**src/pkg/rscc_pkg.sv**
```systemverilog
// Package: strap field positions, encodings and reset values for the strap capture block
package rscc_pkg;

	// ********************************************************
	// Address pin geometry
	// ********************************************************
	localparam int RSCC_ADDR_W = 20; // Narrow port address pins 20..1
	localparam int RSCC_ADDR_LO = 1;

	// ********************************************************
	// Strap field positions on narrow_port_address
	// ********************************************************
	localparam int RSCC_POS_ENDIAN = 20;
	localparam int RSCC_POS_BOOT_HI = 19;
	localparam int RSCC_POS_BOOT_LO = 18;
	localparam int RSCC_POS_WCLK_HI = 17;
	localparam int RSCC_POS_WCLK_LO = 16;
	localparam int RSCC_POS_NCLK_HI = 15;
	localparam int RSCC_POS_NCLK_LO = 14;
	localparam int RSCC_POS_EEPROM_AUTO_INIT_STRAP = 13;
	localparam int RSCC_POS_CELL = 11;

	// ********************************************************
	// Encodings
	// ********************************************************
	typedef enum logic [1:0]
	{
		RSCC_BOOT_NONE = 2'h0,
		RSCC_BOOT_HOST = 2'h1,
		RSCC_BOOT_ROM8 = 2'h2,
		RSCC_BOOT_RSVD = 2'h3
	} rscc_boot_e;

	typedef enum logic [1:0]
	{
		RSCC_CLK_EXT = 2'h0,
		RSCC_CLK_DIV4 = 2'h1,
		RSCC_CLK_DIV6 = 2'h2,
		RSCC_CLK_RSVD = 2'h3
	} rscc_clk_e;

	// Captured configuration
	typedef struct packed
	{
		logic little_endian;
		rscc_boot_e boot_mode;
		rscc_clk_e wide_clk_sel;
		rscc_clk_e narrow_clk_sel;
		logic eeprom_auto_init;
		logic cell_enable;
		logic serial_one_enable;
		logic boot_reserved;
		logic wide_clk_reserved;
		logic narrow_clk_reserved;
	} rscc_cfg_s;

	// ********************************************************
	// Values held before the first capture (documented defaults)
	// ********************************************************
	localparam rscc_cfg_s RSCC_CFG_RST = '{
		little_endian: 1'b1,
		boot_mode: RSCC_BOOT_ROM8,
		wide_clk_sel: RSCC_CLK_EXT,
		narrow_clk_sel: RSCC_CLK_EXT,
		eeprom_auto_init: 1'b0,
		cell_enable: 1'b0,
		serial_one_enable: 1'b1,
		boot_reserved: 1'b0,
		wide_clk_reserved: 1'b0,
		narrow_clk_reserved: 1'b0
	};

	// Synchroniser depth for pin inputs
	localparam int RSCC_SYNC_STAGES = 3;

endpackage : rscc_pkg

```
**src/verilog/rscc_pin_sync.sv**
```systemverilog
// Module: three-stage pin synchroniser with agreement filter
`timescale 1ns/1ns
`default_nettype none

module rscc_pin_sync
#(
	parameter int WIDTH = 20
)
(
	// Clock and reset
	input wire logic mclk_in,
	input wire logic srst_in,
	// Pin side
	input wire logic [WIDTH-1:0] pin_in,
	// Synchronised side
	output logic [WIDTH-1:0] level_out
);
	import rscc_pkg::*;

	logic [WIDTH-1:0] stage1_r;
	logic [WIDTH-1:0] stage2_r;
	logic [WIDTH-1:0] stage3_r;
	logic [WIDTH-1:0] level_r;

	// Shift chain; first stage is read only by the second
	always_ff @(posedge mclk_in)
	begin
		stage1_r <= pin_in;
		stage2_r <= stage1_r;
		stage3_r <= stage2_r;
	end

	// Per bit, a change counts once stages two and three agree
	genvar gi;
	generate
		for (gi = 0; gi < WIDTH; gi++)
		begin : g_bit
			always_ff @(posedge mclk_in)
			begin
				if (srst_in)
					level_r[gi] <= 1'b0;
				else if (stage2_r[gi] == stage3_r[gi])
					level_r[gi] <= stage3_r[gi];
			end
		end
	endgenerate

	assign level_out = level_r;

endmodule : rscc_pin_sync

`default_nettype wire

```
**src/verilog/rscc_strap_capture.sv**
```systemverilog
// Module: reset-time strap capture on the narrow port address pins
`timescale 1ns/1ns
`default_nettype none

module rscc_strap_capture
(
	// Clock and reset
	input wire logic mclk_in,
	input wire logic srst_in,
	// Narrow port address pins (three signals per pin)
	input wire logic [rscc_pkg::RSCC_ADDR_W:rscc_pkg::RSCC_ADDR_LO] narrow_port_address_in,
	output logic [rscc_pkg::RSCC_ADDR_W:rscc_pkg::RSCC_ADDR_LO] narrow_port_address_out,
	output logic narrow_port_address_oe_out,
	// Address from the memory port logic
	input wire logic [rscc_pkg::RSCC_ADDR_W:rscc_pkg::RSCC_ADDR_LO] mem_address_in,
	input wire logic mem_address_drive_in,
	// Captured configuration
	output rscc_pkg::rscc_cfg_s cfg_out,
	output logic cfg_valid_out
);
	import rscc_pkg::*;

	// ********************************************************
	// Pin synchronisation
	// ********************************************************
	logic [RSCC_ADDR_W-1:0] pins_sync;
	logic [RSCC_ADDR_W:RSCC_ADDR_LO] straps;
	rscc_cfg_s cfg_r;
	rscc_cfg_s cfg_nxt;
	logic valid_r;
	logic in_reset_r;
	// Address word held for the pins
	logic [RSCC_ADDR_W:RSCC_ADDR_LO] addr_r;

	// Pins are asynchronous to mclk, so pass the filter chain
	// Its reset is tied off so the chain keeps settling while reset is held
	rscc_pin_sync #(.WIDTH(RSCC_ADDR_W)) u_sync
	(
		.mclk_in(mclk_in),
		.srst_in(1'b0),
		.pin_in(narrow_port_address_in),
		.level_out(pins_sync)
	);
	assign straps = pins_sync;

	// Reset delayed by one to find the release edge
	always_ff @(posedge mclk_in)
	begin
		in_reset_r <= srst_in;
	end

	// ********************************************************
	// Decode
	// ********************************************************
	// Code 11 is reserved in every two-bit strap field
	function automatic logic is_reserved(input logic [1:0] code);
		is_reserved = (code == 2'h3);
	endfunction : is_reserved

	// Strap decode into configuration
	always_comb
	begin
		cfg_nxt = RSCC_CFG_RST;
		cfg_nxt.little_endian = straps[RSCC_POS_ENDIAN];
		cfg_nxt.boot_mode = rscc_boot_e'(straps[RSCC_POS_BOOT_HI:RSCC_POS_BOOT_LO]);
		cfg_nxt.boot_reserved = is_reserved(straps[RSCC_POS_BOOT_HI:RSCC_POS_BOOT_LO]);
		cfg_nxt.wide_clk_sel = rscc_clk_e'(straps[RSCC_POS_WCLK_HI:RSCC_POS_WCLK_LO]);
		cfg_nxt.wide_clk_reserved = is_reserved(straps[RSCC_POS_WCLK_HI:RSCC_POS_WCLK_LO]);
		cfg_nxt.narrow_clk_sel = rscc_clk_e'(straps[RSCC_POS_NCLK_HI:RSCC_POS_NCLK_LO]);
		cfg_nxt.narrow_clk_reserved = is_reserved(straps[RSCC_POS_NCLK_HI:RSCC_POS_NCLK_LO]);
		cfg_nxt.eeprom_auto_init = straps[RSCC_POS_EEPROM_AUTO_INIT_STRAP];
		cfg_nxt.cell_enable = straps[RSCC_POS_CELL];
		cfg_nxt.serial_one_enable = ~straps[RSCC_POS_CELL];
	end

	// ********************************************************
	// Capture
	// ********************************************************
	// One capture at the first clock after release; later pin activity is ours, so ignore it
	// Valid stays up until reset returns, so mode logic downstream never sees a change
	always_ff @(posedge mclk_in)
	begin
		if (srst_in)
			valid_r <= 1'b0;
		else if (in_reset_r)
			valid_r <= 1'b1;
	end

	// Config register; defaults shown while in reset
	always_ff @(posedge mclk_in)
	begin
		if (srst_in)
			cfg_r <= RSCC_CFG_RST;
		else if (in_reset_r && !valid_r)
			cfg_r <= cfg_nxt;
	end

	// Outputs straight from the registers
	assign cfg_out = cfg_r;
	assign cfg_valid_out = valid_r;

	// ********************************************************
	// Pin direction
	// ********************************************************
	// Never drive during reset or before capture, else we would read our own address
	assign narrow_port_address_oe_out = valid_r & mem_address_drive_in;
	// Address word registered so the pins carry a clean value;
	// the cost is one cycle of latency behind the memory port logic
	always_ff @(posedge mclk_in)
	begin
		if (srst_in)
			addr_r <= '0;
		else
			addr_r <= mem_address_in;
	end

	assign narrow_port_address_out = addr_r;

	// ********************************************************
	// Checks: pin direction
	// ********************************************************
	// Pins stay released through reset so the straps are read, not our own drive
	a_pins_released: assert property (@(posedge mclk_in)
		srst_in |=> !narrow_port_address_oe_out)
		else $error("address pins driven during reset");
	a_oe_release: assert property (@(posedge mclk_in)
		$fell(srst_in) |-> !narrow_port_address_oe_out)
		else $error("address pins driven in the release cycle");
	a_addr_reset: assert property (@(posedge mclk_in)
		srst_in |=> narrow_port_address_out == '0)
		else $error("address word not cleared in reset");
	a_addr_follow: assert property (@(posedge mclk_in)
		!srst_in |=> narrow_port_address_out == $past(mem_address_in))
		else $error("address word does not follow the memory port");

	// ********************************************************
	// Checks: capture and hold
	// ********************************************************
	// Defaults must show while reset is held, before any strap is taken
	a_reset_defaults: assert property (@(posedge mclk_in)
		srst_in |=> cfg_r == RSCC_CFG_RST && !valid_r)
		else $error("defaults not shown in reset");
	a_cfg_stable: assert property (@(posedge mclk_in) disable iff (srst_in)
		valid_r && $past(valid_r) |-> $stable(cfg_r))
		else $error("configuration changed after capture");
	a_capture_once: assert property (@(posedge mclk_in)
		$fell(srst_in) |=> valid_r)
		else $error("capture missed at reset release");
	// Valid must not drop on its own; only reset clears it
	a_valid_hold: assert property (@(posedge mclk_in) disable iff (srst_in)
		$past(valid_r) |-> valid_r)
		else $error("valid dropped without reset");

	// ********************************************************
	// Checks: field maps one cycle after release
	// ********************************************************
	// Each field against the synchronised strap word at the release edge
	// A broken decode or a late capture both show up here
	// Byte order
	a_endian_map: assert property (@(posedge mclk_in) $fell(srst_in) |=>
		cfg_r.little_endian == $past(straps[RSCC_POS_ENDIAN]))
		else $error("endian strap mismatch");

	// Boot source, reserved code flagged
	a_boot_map: assert property (@(posedge mclk_in) $fell(srst_in) |=>
		cfg_r.boot_mode == $past(straps[RSCC_POS_BOOT_HI:RSCC_POS_BOOT_LO]))
		else $error("boot strap mismatch");
	a_boot_rsvd: assert property (@(posedge mclk_in) $fell(srst_in) |=>
		cfg_r.boot_reserved == ($past(straps[RSCC_POS_BOOT_HI:RSCC_POS_BOOT_LO]) == 2'h3))
		else $error("boot reserved flag mismatch");

	// Wide port clock source
	a_wide_clk: assert property (@(posedge mclk_in) $fell(srst_in) |=>
		cfg_r.wide_clk_sel == $past(straps[RSCC_POS_WCLK_HI:RSCC_POS_WCLK_LO]))
		else $error("wide clock strap mismatch");
	a_wclk_rsvd: assert property (@(posedge mclk_in) $fell(srst_in) |=>
		cfg_r.wide_clk_reserved == ($past(straps[RSCC_POS_WCLK_HI:RSCC_POS_WCLK_LO]) == 2'h3))
		else $error("wide clock reserved flag mismatch");

	// Narrow port clock source
	a_narrow_clk: assert property (@(posedge mclk_in) $fell(srst_in) |=>
		cfg_r.narrow_clk_sel == $past(straps[RSCC_POS_NCLK_HI:RSCC_POS_NCLK_LO]))
		else $error("narrow clock strap mismatch");
	a_nclk_rsvd: assert property (@(posedge mclk_in) $fell(srst_in) |=>
		cfg_r.narrow_clk_reserved == ($past(straps[RSCC_POS_NCLK_HI:RSCC_POS_NCLK_LO]) == 2'h3))
		else $error("narrow clock reserved flag mismatch");

	// EEPROM auto-init and the cell interface versus serial port one
	a_eeprom_map: assert property (@(posedge mclk_in) $fell(srst_in) |=>
		cfg_r.eeprom_auto_init == $past(straps[RSCC_POS_EEPROM_AUTO_INIT_STRAP]))
		else $error("auto-init strap mismatch");
	a_cell_map: assert property (@(posedge mclk_in) $fell(srst_in) |=>
		cfg_r.cell_enable == $past(straps[RSCC_POS_CELL]))
		else $error("cell strap mismatch");
	a_serial_map: assert property (@(posedge mclk_in) $fell(srst_in) |=>
		cfg_r.serial_one_enable == !$past(straps[RSCC_POS_CELL]))
		else $error("serial port one strap mismatch");
	a_cell_excl: assert property (@(posedge mclk_in) disable iff (srst_in)
		cfg_r.cell_enable != cfg_r.serial_one_enable)
		else $error("cell and serial port both on or off");

	// ********************************************************
	// Cover points
	// ********************************************************
	// One hit each for byte order, host boot, cell enable and a reserved wide clock code, plus one for the address pins being driven
	c_little: cover property (@(posedge mclk_in) $rose(valid_r) && cfg_r.little_endian);
	c_host_boot: cover property (@(posedge mclk_in) $rose(valid_r) && cfg_r.boot_mode == RSCC_BOOT_HOST);
	c_cell_on: cover property (@(posedge mclk_in) $rose(valid_r) && cfg_r.cell_enable);
	c_drive: cover property (@(posedge mclk_in) narrow_port_address_oe_out);
	c_rsvd_clock: cover property (@(posedge mclk_in) $rose(valid_r) && cfg_r.wide_clk_reserved);

endmodule : rscc_strap_capture

`default_nettype wire

```
**config.mk**
```make
export PLATFORM = sky130hd
export DESIGN_NAME = rscc_strap_capture
export DESIGN_NICKNAME = d
export VERILOG_FILES = /design/src/pkg/rscc_pkg.sv /design/src/verilog/rscc_pin_sync.sv /design/src/verilog/rscc_strap_capture.sv
export SDC_FILE = /design/constraint.sdc
export NUM_CORES = 1
export LEC_CHECK = 0
export BUFFER_PORTS_ARGS = -buffer_cell sky130_fd_sc_hd__buf_2
export CORE_MARGIN = 10
export CORE_UTILIZATION = 35
export DETAILED_ROUTE_END_ITERATION = 12
export GPL_ROUTABILITY_DRIVEN = 0
export PLACE_DENSITY_LB_ADDON = 0.25
export SLEW_MARGIN = 40
export SYNTH_ARGS = -nofsm -noshare
export SYNTH_HDL_FRONTEND = slang
export SYNTH_SLANG_ARGS = --single-unit
```
**constraint.sdc**
```tcl
create_clock -name mclk_in -period 1.1 [get_ports mclk_in]
set_input_delay 0.22 -clock mclk_in [delete_from_list [all_inputs] [get_ports mclk_in]]
set_output_delay 0.22 -clock mclk_in [all_outputs]
set_load 0.05 [all_outputs]
```
Yosys cells after proc, flatten, opt, wreduce, memory -nomap -nowiden --
Index checks and enable logic that the tools add are counted.
Storage, ports and cells: bits in registers 104, bits in latches 0, memory bits (writable) 0, memory bits (read-only) 0, input port bits 43, output and inout port bits 35, logic and storage cells 41, memories kept 0
Operators by class: $add $sub $neg 0, $mul 0, divide/modulo/power cells 0, order comparisons 0, eq/ne operators 12, shifts and indexed selects 0, mux-type cells 0, bitwise gates (word level) 2, reductions and logical operators 2
Operators with widths (count):
- $eq 1x1->1 | 9
- $eq 2x2->1 const B | 3
- $and 1x1->1 | 1
- $logic_and 1x1->1 | 1
- $logic_not 1->1 | 1
- $not 1->1 | 1

Depth between registers and ports, before layout --
depth after elaboration 2, depth in mapped cells 4, mapped depth without buffers 3

Hierarchy --
Synthesis repeated with hierarchy kept, for this count alone.
Unflattened totals: cells, all modules 246, area total of the unflattened synthesis 2975.4 µm²
By module, submodules not included:
- rscc_pin_sync | times used 1, cells an instance 142, area an instance 1899.3 µm², sequential area each 1601.5 µm²
- rscc_strap_capture | times used 1, cells an instance 104, area an instance 1076.0 µm², sequential area each 700.7 µm²

Least setup slack after synthesis --
Ideal clock, no wire load.
path type register to output, start point reg valid_r, in the netlist cfg_valid_out, end point out narrow_port_address_oe_out, arrival 1.151 ns, data required time 0.880 ns, setup slack -0.271 ns, cell stages (with the launch flop) 2, path buffers 0, path through dfxtp_1 > and2_1
On the way: cells in the longest elaborated chain, start to end 1
Ends and longest elaborated chain:
- from (decl) | line rscc_strap_capture.sv:30 | logic valid_r;
- from (signal assigned) | line rscc_strap_capture.sv:84 | valid_r <= 1'b0;
- from (signal assigned) | line rscc_strap_capture.sv:86 | valid_r <= 1'b1;
- $and 1x1->1 | line rscc_strap_capture.sv:106 | assign narrow_port_address_oe_out = valid_r & mem_address_drive_in;
- to (decl) | line rscc_strap_capture.sv:13 | output logic narrow_port_address_oe_out,
No other way between the ends.

Final worst setup path --
Ends and elaborated chain as after synthesis.

==> impl_metrics.ini <==
[worst_setup_path]
regToRegStartpoint = cfg_valid_out
cp-startpoint = cfg_valid_out
rr_worst_depth = 5
r2r_setup_slack_ns = -0.03
worstSetupPathType = flop to output port
path_max_fanout = 3
worst_setup_path_end_kind = output port
startpoint_type = flop
crit_required_ns = 0.88
r2r-end = cfg_out[6]
crit_arrival_ns = 0.95

[global_routing]
grt_pass1_vias = 1184
grt_use_total_pct = 7.912
grt_overflow = 0
grt_pass1_wl_mm = 5.506
grt_antenna_before_repair = 0
grt_max_degree = 17

[hold_path]
hold_depth = 2
hold_path_end = narrow_port_address_out[11]
min-delay-start = mem_address_in[11]
worstHoldPathType = input pin to flop

[synth]
ys_seq_area_share_pct = 77.04
synth_area_um2 = 1962
synth_seq_cells = 71
synth_nets = 191
syn_inst = 148
ys_warn_count = 0
synth_cell_type_count = 18
syn_avg_cell_area_um2 = 13.26

[clocking]
clockBufferDepth = 2
cts_made_buffers = 9
htreeDepth = 3
clock_latency_ns = 0.33
cts_tree = done
cts_root_buf = clkbuf_8
clk_pin_slew_ns = 0.07
numClockSinks = 71

[layout]
fin_nets = 277
layout_commonest_cell = dfxtp_1
final_cell_mix = dfxtp_1 (52), buf_2 (32), buf_4 (22)
drive_above_1_share_pct = 46.86
num_antenna_cells = 0
final_cell_count_no_fill = 311
syn_to_final_growth_pct = 48.15

[placement]
dp_hpwl_mm = 2.569
placed_cells = 285
dp_slack_ns = 0.08979
numPortBuffers = 66

[detailed_routing]
drtIter0Drc = 13
wl_per_cell_um = 11.30
vias = 1186
ant_nets = 0
drt-total-wl_mm = 3.513
vias_per_cell = 3.814
drc = 0
first_pass_iters = 4

[sta]
finalMaxSlewViolations = 0
period_minus_slack_ns = 1.170
fin_crit_sh_pct = 106.4
worstMarginPinSlew_ns = 0.3598
rsz0062_at_grt = true
hold_viol_final = 0
setup_ws_ns = -0.07029
slew-limit-headroom_pct = 76.01
finalSetupViolCount = 7
max_freq_mhz = 854.5
hold_slack_ns = 0.09388
finClkSkew_ns = 0.009023

[floorplanning]
chipWidth_um = 94.87
start_util_pct = 35.85
core_region_area_um2 = 5473
io_pins = 78
num_rows = 27
dieArea_um2 = 9000
die_y_um = 94.87

[pwr]
power_density_nw_per_um2 = 1915
leakage_nw = 1.240
irDropWorstVdd_v = 0.0009029

[outcome]
violations = setup timing
outcome = finished with violations

[run]
max-cap-violations = 0
sequential cells by signal, summed over array words and instances (netlist names):
| signal | cells |
|---|---|
| cfg_out | 13 |
| cfg_valid_out | 1 |
| in_reset_r | 1 |
| narrow_port_address_out | 20 |
| u_sync.level_out | 9 |
| u_sync.stage1_r | 9 |
| u_sync.stage2_r | 9 |
| u_sync.stage3_r | 9 |
routing by layer:
| metal | part of all wire [%] | global-route usage (%) | vias to the layer above | wire, µm |
|---|---|---|---|---|
| li1 | - | - | 643 | - |
| met1 | 44 | 9.172 | 498 | 1554 |
| met2 | 46 | 11.50 | 37 | 1611 |
| met3 | 7.8 | 3.172 | 8 | 273 |
| met4 | 2.1 | 5.985 | 0 | 75 |
| met5 | 0 | 0 | - | 0 |
stage by stage:
stage | util [%] | total power, W | area (µm²) | setup TNS [ns]
after floorplan | - | 0.003281 | 1967 | 0
after global placement | 44.12 | 0.003448 | 2415 | 0
after detailed placement | 44.12 | 0.003456 | 2415 | 0
after CTS | 52.40 | 0.005631 | 2868 | -0.1832
after global routing | 53.11 | 0.005796 | 2907 | -0.7045
final | 53.11 | 0.005566 | 2907 | -0.2237
worst max-delay path: stages (launching register included):
cell	delay, ns
dfxtp_4	0.35
and2_4	0.13
buf_8	0.14
cells in the mapped netlist, drive strengths merged:
cell     n  area (µm²)
nand3b   2       15.01
edfxtp   9       270.3
a21oi   10       57.56
dfxtp   62        1241
nand2b   2       12.51
xnor2    9       78.83
and2b    2       15.01
and2     1       6.260
nand2   21       78.83
buf      3       20.01
nand3    3       25.02
nor2b   19       118.9
nor2     2       7.510
clkbuf   2       7.510
a21o     1       7.510
cell families after synthesis:
group / Yosys count / synth area share, %
buf+inv: 5 / 1.403
flops: 71 / 77.04
simple gates: 52 / 14.22
xor+xnor: 9 / 4.018
compound gates: 11 / 3.317
final cells by class:
class | count | area [µm²]
fillers | 484 | 2566
flip-flops and latches | 71 | 1526
repair buffers | 80 | 628.1
multi-input cells | 72 | 460.4
clock buffers | 9 | 123.9
well taps | 72 | 90.09
clock inverters | 7 | 77.57
timing repair:
| action | in CTS | in global routing |
|---|---|---|
| gates resized for setup | 54 | 16 |
| setup buffers | 1 | 0 |
| endpoints found under the hold margin | 9 | 0 |
| hold buffers | 9 | 0 |
| endpoints found under the setup margin | 35 | 23 |
| pin swaps | 3 | 0 |
how the worst max path moves through the flow:
| stage | to | slack, ns |
|---|---|---|
| 3_5_place_dp | cfg_out[8] | 0.09 |
| 3_3_place_gp | cfg_out[0] | 0.11 |
| 4_1_cts | narrow_port_address_oe_out | -0.09 |
| 6_report | narrow_port_address_oe_out | -0.07 |
| 5_1_grt | narrow_port_address_oe_out | -0.11 |
| 2_1_floorplan | cfg_out[11] | 0.05 |
where the power goes:
part / switching (W) / internal [W]
Sequential: 0.0000712 / 0.00278
Combinational: 0.000386 / 0.000268
Clock: 0.000982 / 0.00107
Total: 0.00144 / 0.00413
Power figures use the tool's default switching activity.
